==> src/common/tmr_pkg.sv <==
// Package: register map, field layout and types for the channel 1/2 mode control
package tmr_pkg;

	// ----------------------------------------------------------------
	// Register map
	// ----------------------------------------------------------------
	localparam logic [15:0] timer_mode_control_ch1_addr = 16'hff74;
	localparam logic [15:0] timer_mode_control_ch2_addr = 16'hff78;
	localparam logic [7:0]  mode_control_reset          = 8'h00;

	// ----------------------------------------------------------------
	// Field positions
	// ----------------------------------------------------------------
	localparam int count_run_bit    = 7;
	localparam int pwm_mode_bit     = 6;
	localparam int cascade_bit      = 4;
	localparam int force_set_bit    = 3;
	localparam int force_clear_bit  = 2;
	localparam int invert_level_bit = 1;
	localparam int output_gate_bit  = 0;
	localparam logic [7:0] mode_control_rd_mask = 8'hd3;

	// ----------------------------------------------------------------
	// Types
	// ----------------------------------------------------------------
	typedef struct packed {
		logic       count_run;
		logic       pwm_mode;
		logic       cascade;
		logic       invert_level;
		logic       output_gate;
	} mode_ctrl_t;

	typedef struct packed {
		logic        write;
		logic        read;
		logic [15:0] addr;
		logic [7:0]  wdata;
	} cpu_req_t;

	typedef enum logic [1:0] {
		ch_idle    = 2'b00,
		ch_running = 2'b01,
		ch_pwm     = 2'b11
	} ch_state_t;

endpackage

==> src/core/tmr_channel.sv <==
// One 8-bit counter channel: counting, compare, output flip-flop
`timescale 1ns/1ps
`default_nettype none
module tmr_channel
	import tmr_pkg::*;
(
	// Clock and reset
	input  wire logic       clock,
	input  wire logic       rst_n,
	// Control
	input  wire mode_ctrl_t ctrl,
	input  wire logic       force_set,
	input  wire logic       force_clear,
	input  wire logic       count_tick,
	input  wire logic       chain_hold,
	input  wire logic       chain_match,
	input  wire logic [7:0] compare_value,
	// Status and outputs
	output logic [7:0]      counter,
	output logic            match,
	output logic            carry_tick,
	output logic            compare_match_irq,
	output logic            timer_out
);

	logic       out_ff;
	logic       pwm_level;
	logic       full_match;
	ch_state_t  state;

	// Local compare; chain_match folds in the partner's half when cascaded
	assign match      = (counter == compare_value);
	assign full_match = match && chain_match;
	assign carry_tick = count_tick && (counter == 8'hff);

	// Mode state
	always_ff @(posedge clock) begin
		if (!rst_n)
			state <= ch_idle;
		else if (!ctrl.count_run)
			state <= ch_idle;
		else if (ctrl.pwm_mode)
			state <= ch_pwm;
		else
			state <= ch_running;
	end

	// Counter: cleared while stopped, restarts on match in clear mode
	always_ff @(posedge clock) begin
		if (!rst_n)
			counter <= 8'h00;
		else if (!ctrl.count_run || chain_hold)
			counter <= 8'h00;
		else if (count_tick && !ctrl.pwm_mode && full_match)
			counter <= 8'h00;
		else if (count_tick)
			counter <= counter + 8'h01;
	end

	// Interrupt request pulse on compare match outside PWM mode
	always_ff @(posedge clock) begin
		if (!rst_n)
			compare_match_irq <= 1'b0;
		else
			compare_match_irq <= ctrl.count_run && !ctrl.pwm_mode
				&& count_tick && full_match;
	end

	// Output flip-flop: force commands win over toggling
	always_ff @(posedge clock) begin
		if (!rst_n)
			out_ff <= 1'b0;
		else if (force_set && !force_clear)
			out_ff <= 1'b1;
		else if (force_clear && !force_set)
			out_ff <= 1'b0;
		else if (ctrl.count_run && !ctrl.pwm_mode && ctrl.invert_level
			&& count_tick && full_match)
			out_ff <= ~out_ff;
	end

	// PWM: active while counter below compare, inactive when stopped
	always_comb begin
		if (state != ch_pwm || !ctrl.count_run)
			pwm_level = 1'b0;
		else
			pwm_level = (counter < compare_value);
	end

	// Pin level; PWM level polarity chosen by the shared bit
	always_ff @(posedge clock) begin
		if (!rst_n)
			timer_out <= 1'b0;
		else if (!ctrl.output_gate)
			timer_out <= 1'b0;
		else if (ctrl.pwm_mode)
			timer_out <= pwm_level ^ ctrl.invert_level;
		else
			timer_out <= out_ff;
	end

	stopped_clear_a: assert property (@(posedge clock) disable iff (!rst_n)
		!ctrl.count_run |=> counter == 8'h00)
		else $error("counter not cleared while stopped");
	force_set_a: assert property (@(posedge clock) disable iff (!rst_n)
		force_set && !force_clear |=> out_ff)
		else $error("force set did not set flip-flop");
	force_clear_a: assert property (@(posedge clock) disable iff (!rst_n)
		force_clear && !force_set |=> !out_ff)
		else $error("force clear did not clear flip-flop");
	irq_no_pwm_a: assert property (@(posedge clock) disable iff (!rst_n)
		compare_match_irq |-> !$past(ctrl.pwm_mode))
		else $error("interrupt raised in PWM mode");
	invert_hold_a: assert property (@(posedge clock) disable iff (!rst_n)
		!ctrl.invert_level && !force_set && !force_clear && !ctrl.pwm_mode
		|=> $stable(out_ff))
		else $error("flip-flop toggled with inversion off");

endmodule // tmr_channel
`default_nettype wire

==> src/core/tmr_mode_ctrl.sv <==
// Mode control registers and counters for timer channels 1 and 2
//
// Contract
// Count-run 0 stops, clears counter; 1 counts.
// Mode 0 clear on match; 1 PWM.
// Channel 1 bit 4 cascades with channel 0.
// Channel 2 bit 4 cascades with channel 1.
// Force field: 01 clears, 10 sets.
// Force bits always read back zero.
// Bit 1 outside PWM enables flip-flop inversion.
// Bit 1 in PWM selects active level.
// Bit 0 gates timer output onto pin.
// PWM stopped holds output inactive.
// Software masks before stopping, clears flag.
// Reset loads mode registers with zero.
// Match outside PWM raises interrupt request.
// Inversion toggles flip-flop on each match.
`timescale 1ns/1ps
`default_nettype none
module tmr_mode_ctrl
	import tmr_pkg::*;
(
	// Clock and reset
	input  wire logic       clock,
	input  wire logic       rst_n,
	// CPU memory bus
	input  wire cpu_req_t   cpu_req,
	output logic [7:0]      cpu_rdata,
	output logic            cpu_hit,
	// Count clocks from the clock-select logic, one-cycle pulses
	input  wire logic       tick_ch1,
	input  wire logic       tick_ch2,
	// Channel 0 links for cascade
	input  wire logic       carry_ch0,
	input  wire logic       match_ch0,
	input  wire logic       count_run_ch0,
	// Compare registers
	input  wire logic [7:0] compare_value_ch1,
	input  wire logic [7:0] compare_value_ch2,
	// Counter values
	output logic [7:0]      counter_ch1,
	output logic [7:0]      counter_ch2,
	// Interrupt requests, one-cycle pulses
	output logic            irq_ch1,
	output logic            irq_ch2,
	// Timer output pins and port-mode select
	output logic            timer_out_ch1,
	output logic            timer_out_ch2,
	output logic            output_gate_ch1,
	output logic            output_gate_ch2
);

	// ----------------------------------------------------------------
	// Register file
	// ----------------------------------------------------------------
	mode_ctrl_t ctrl [2];
	logic [1:0] force_set;
	logic [1:0] force_clear;
	logic [1:0] sel;
	logic [1:0] tick;
	logic [1:0] carry;
	logic [1:0] match;
	logic [1:0] hold;
	logic [1:0] chain_match;
	logic [1:0] irq_raw;
	logic [1:0] pin;
	logic [7:0] cnt [2];

	assign sel[0] = (cpu_req.addr == timer_mode_control_ch1_addr);
	assign sel[1] = (cpu_req.addr == timer_mode_control_ch2_addr);

	// Mode registers; force bits are one-shot and never stored
	generate
		for (genvar i = 0; i < 2; i++) begin : g_reg
			always_ff @(posedge clock) begin
				if (!rst_n) begin
					ctrl[i] <= mode_ctrl_t'(5'h00);
				end else if (cpu_req.write && sel[i]) begin
					ctrl[i].count_run    <= cpu_req.wdata[count_run_bit];
					ctrl[i].pwm_mode     <= cpu_req.wdata[pwm_mode_bit];
					ctrl[i].cascade      <= cpu_req.wdata[cascade_bit];
					ctrl[i].invert_level <= cpu_req.wdata[invert_level_bit];
					ctrl[i].output_gate  <= cpu_req.wdata[output_gate_bit];
				end
			end
			// Force pulses last exactly the write cycle
			assign force_set[i]   = cpu_req.write && sel[i]
				&& cpu_req.wdata[force_set_bit];
			assign force_clear[i] = cpu_req.write && sel[i]
				&& cpu_req.wdata[force_clear_bit];
		end
	endgenerate

	// Read data registered; force bits always read as zero
	always_ff @(posedge clock) begin
		if (!rst_n)
			cpu_rdata <= 8'h00;
		else if (cpu_req.read && sel[0])
			cpu_rdata <= {ctrl[0].count_run, ctrl[0].pwm_mode, 1'b0,
				ctrl[0].cascade, 2'b00, ctrl[0].invert_level,
				ctrl[0].output_gate};
		else if (cpu_req.read && sel[1])
			cpu_rdata <= {ctrl[1].count_run, ctrl[1].pwm_mode, 1'b0,
				ctrl[1].cascade, 2'b00, ctrl[1].invert_level,
				ctrl[1].output_gate};
		else
			cpu_rdata <= 8'h00;
	end

	assign cpu_hit = (cpu_req.read || cpu_req.write) && |sel;

	// ----------------------------------------------------------------
	// Cascade wiring
	// ----------------------------------------------------------------
	// Cascaded upper half counts on the lower half's carry; stopping the
	// lower half holds the upper half at zero.
	assign tick[0] = ctrl[0].cascade ? carry_ch0 : tick_ch1;
	assign tick[1] = ctrl[1].cascade ? carry[0] : tick_ch2;
	assign hold[0] = ctrl[0].cascade && !count_run_ch0;
	assign hold[1] = ctrl[1].cascade && !ctrl[0].count_run;
	// Cascaded upper half matches only when the lower half also matches
	assign chain_match[0] = !ctrl[0].cascade || match_ch0;
	assign chain_match[1] = !ctrl[1].cascade || match[0];

	generate
		for (genvar i = 0; i < 2; i++) begin : g_ch
			tmr_channel u_channel (
				.clock             (clock),
				.rst_n             (rst_n),
				.ctrl              (ctrl[i]),
				.force_set         (force_set[i]),
				.force_clear       (force_clear[i]),
				.count_tick        (tick[i]),
				.chain_hold        (hold[i]),
				.chain_match       (chain_match[i]),
				.compare_value     (i == 0 ? compare_value_ch1
					: compare_value_ch2),
				.counter           (cnt[i]),
				.match             (match[i]),
				.carry_tick        (carry[i]),
				.compare_match_irq (irq_raw[i]),
				.timer_out         (pin[i])
			);
		end
	endgenerate

	// ----------------------------------------------------------------
	// Outputs
	// ----------------------------------------------------------------
	// Lower half's request also fires in cascade; software masks it
	assign counter_ch1     = cnt[0];
	assign counter_ch2     = cnt[1];
	assign irq_ch1         = irq_raw[0];
	assign irq_ch2         = irq_raw[1];
	assign timer_out_ch1   = pin[0];
	assign timer_out_ch2   = pin[1];
	assign output_gate_ch1 = ctrl[0].output_gate;
	assign output_gate_ch2 = ctrl[1].output_gate;

	reset_zero_a: assert property (@(posedge clock)
		!rst_n |=> cpu_rdata == 8'h00 && !ctrl[0].count_run
		&& !ctrl[1].count_run)
		else $error("mode registers not zero after reset");
	force_read_a: assert property (@(posedge clock) disable iff (!rst_n)
		(cpu_rdata & ~mode_control_rd_mask) == 8'h00)
		else $error("force bits read back nonzero");
	gate_off_a: assert property (@(posedge clock) disable iff (!rst_n)
		!ctrl[0].output_gate && !ctrl[1].output_gate
		|=> !timer_out_ch1 && !timer_out_ch2)
		else $error("timer output driven while gated off");
	pwm_stop_a: assert property (@(posedge clock) disable iff (!rst_n)
		ctrl[0].pwm_mode && !ctrl[0].count_run && ctrl[0].output_gate
		##1 $stable(ctrl[0]) |-> timer_out_ch1 == ctrl[0].invert_level)

		else $error("PWM output active while stopped");
	cascade_tick_a: assert property (@(posedge clock) disable iff (!rst_n)
		ctrl[1].cascade |-> tick[1] == carry[0])
		else $error("cascade tick not from channel 1 carry");

endmodule // tmr_mode_ctrl
`default_nettype wire

==> config.mk <==
export PLATFORM = sky130hd
export DESIGN_NAME = tmr_mode_ctrl
export DESIGN_NICKNAME = d
export VERILOG_FILES = /design/src/common/tmr_pkg.sv /design/src/core/tmr_channel.sv /design/src/core/tmr_mode_ctrl.sv
export SDC_FILE = /design/constraint.sdc
export NUM_CORES = 1
export LEC_CHECK = 0
export BUFFER_PORTS_ARGS = -buffer_cell sky130_fd_sc_hd__buf_2
export CELL_PAD_IN_SITES_DETAIL_PLACEMENT = 1
export CELL_PAD_IN_SITES_GLOBAL_PLACEMENT = 2
export CORE_MARGIN = 5
export CORE_UTILIZATION = 27
export DETAILED_ROUTE_END_ITERATION = 16
export PLACE_DENSITY = 0.79
export SLEW_MARGIN = 20
export SYNTH_ARGS = -nofsm -noshare
export SYNTH_HDL_FRONTEND = slang
export SYNTH_SLANG_ARGS = --single-unit
==> constraint.sdc <==
create_clock -name clock -period 1.85 [get_ports clock]
set_input_delay 0.37 -clock clock [delete_from_list [all_inputs] [get_ports clock]]
set_output_delay 0.37 -clock clock [all_outputs]
set_load 0.01 [all_outputs]
==> qor.csv <==
metric;value;unit
postRouteAntennaNets;0;
power;1.747;mW
row_count;33;
violations;setup timing;
seq_area_frac_synth;39.57;%
port_buffers;75;
synthArstFlopShare;0;%
drive_above_1_share;44.80;%
synth_top_area_share;26.67;%
netlist_area;2327;µm²
slowest_stage;or3_4;
leakage;1.483;nW
clock_sinks;41;
cap_violations;0;
dp_slack;-358.3;ps
grt_pass1_vias;2291;
cts_buffers;5;
drtIter0Drc;41;
max_stage_delay;350;ps
period_needed;2020;ps
start_util;28.04;%
globalRouteOverflowTotal;0;
rsz0062_at_grt;true;
grt_util_met3;2.639;%
fin_ws;-170.2;ps
die_w;102.8;µm
htree_levels;2;
clkLatencyLatePin;290;ps
fin_nets;412;
antenna_found_initial;0;
grt_use_total;12.69;%
die_height;102.8;µm
ys_types;51;
status;complete, but fails checks;
clock_path_buffers;2;
first_pass_iters;4;
gp_congestion;0.7921;
worstPathRequired;2090;ps
final_cells;451;
diodes;0;
ir_drop;0.2619;mV
dp.cells;440;
final_cell_mix;buf_2 (75), dfxtp_1 (24), buf_4 (23), inv_1 (14), nand2_1 (14);
dpl_cell_area;3065;µm²
ys.flop_type;dfxtp_1;
crit_chain;ha_4 > nand4_1 > or2_1 > or3_4 > or3_1 > o311ai_1 > and3_1;
ios;80;
die-area;10580;µm²
synth_cells;242;
grtUsageMet2;22.64;%
post-route-cell-area;3249;µm²
powerDensity;537.5;nW/µm²
wl;6425;µm
grt_pass1_wl;10670;µm
cts_hold_buffers;0;
critPathArrivalTime;2260;ps
wl_per_cell;14.25;µm
met1_usage;15.53;%
root_buffer;clkbuf_8;
synth_warnings;0;
finalSetupViolCount;14;
ys_ff_latch;41;
final_util;39.15;%
vias;2087;
hold_violations;0;
synth_edf_count;10;
busiest_layer;met2;
crit_path_max_fanout;3;
viasPerCell;4.627;
cts_tree;built;
final_common_cell;buf_2;
critical_path_class;reg -> reg;
start_kind;flop;
synth_area_leader_cell;dfxtp_1;
clkTransAtPathRegs;80;ps
grt_max_degree;20;
hold_class;in -> reg;
slew_viol_final;0;
synthTopCellsByArea;dfxtp_1 (27%), edfxtp_1 (13%), ha_1 (9.7%);
timing.hold.ws;366.7;ps
syn_to_final_growth;39.62;%
period_share;109.2;%
timing.fmax;495.0;MHz
drt_drc_violations_left;0;
fin_tns_setup;-995.4;ps
avgSynthCellArea;9.617;µm²
clock_skew;7.793;ps
dp_hpwl;5411;µm
end_kind;flop;
core;8299;µm²
-- kinds of logic (layout without fill, tap and decap cells) --
family,count (synthesis),after routing,share of synthesized area (%)
flip-flops,41,41,39.57
multiplexers,4,4,1.882
AND/OR/NAND/NOR,106,106,27.96
XOR/XNOR,15,15,5.645
other,1,3,0.1611
AO/OA/AOI/OAI,30,30,9.946
buffers and inverters,27,129,5.161
adder cells (fa/ha/maj),18,18,9.678
-- per-layer routing --
metal | routed length, µm | up-vias
met5 | 0 | -
met4 | 72 | 0
met3 | 357 | 7
met2 | 3205 | 55
met1 | 2790 | 981
li1 | - | 1044
-- area by class of cell --
| class | count | area [µm²] |
|---|---|---|
| fillers | 976 | 5050 |
| multi-input cells | 176 | 1443 |
| flip-flops and latches | 41 | 932.1 |
| repair buffers | 100 | 570.5 |
| well taps | 105 | 131.4 |
| inverters | 21 | 86.33 |
| clock buffers | 5 | 68.82 |
| clock inverters | 3 | 17.52 |
-- synthesized netlist by cell type (2+ instances only) --
library cell	count
ha_1	18
a21oi_1	4
inv_1	21
a22oi_1	2
and4_1	2
nand3_1	9
a31oi_1	2
nand2_1	15
buf_4	3
edfxtp_1	10
nand4_1	10
or2_2	2
a21o_1	4
and3_1	7
o21a_1	3
and2_1	11
clkbuf_1	2
o21ai_0	5
xnor2_1	11
mux2i_1	3
nand4b_1	5
nor2b_1	11
nor2_1	20
xor2_1	4
dfxtp_1	31
a21boi_0	2
-- final timing paths --
kind                                                endpoint  slack [ps]  depth (start not counted)                         start
worst max-delay path                g_ch[0].u_channel.out_ff        -170                          7  g_ch[0].u_channel.counter[6]
worst min-delay path                              ctrl[0][0]         370                          2                    cpu_req[0]
worst max register to register      g_ch[0].u_channel.out_ff        -170                          7  g_ch[0].u_channel.counter[6]
worst min register to register  g_ch[1].u_channel.counter[7]         560                          2  g_ch[1].u_channel.counter[7]
-- timing repair --
| action | in CTS | in global routing |
|---|---|---|
| gates resized for setup | 7 | 19 |
| pin swaps | 10 | 22 |
| gates cloned | 0 | 0 |
| endpoints found under the setup margin | 14 | 21 |
| buffers inserted | 2 | 3 |
-- registers in the layout, summed over array words and instances (netlist names) --
name / count
g_ch.u_channel.counter: 16
g_ch.u_channel.state: 4
g_ch.u_channel.compare_match_irq: 2
g_ch.u_channel.out_ff: 2
cpu_rdata: 5
g_ch.u_channel.timer_out: 2
ctrl: 10
-- power by group --
part | total, mW | internal [mW] | leakage (nW) | switching, mW
Combinational | 0.216 | 0.105 | 1.09 | 0.111
Clock | 0.579 | 0.261 | 0.0455 | 0.318
Sequential | 0.952 | 0.934 | 0.350 | 0.0184
Total | 1.75 | 1.30 | 1.48 | 0.447
-- worst max-delay path: cells and delay by family, from the launching register on --
kind	cells	cell delay, ps
compound gates	1	80
fa+ha+maj	1	260
flops	1	340
simple gates	5	1280
No activity file was read; power rests on OpenSTA's default activity.
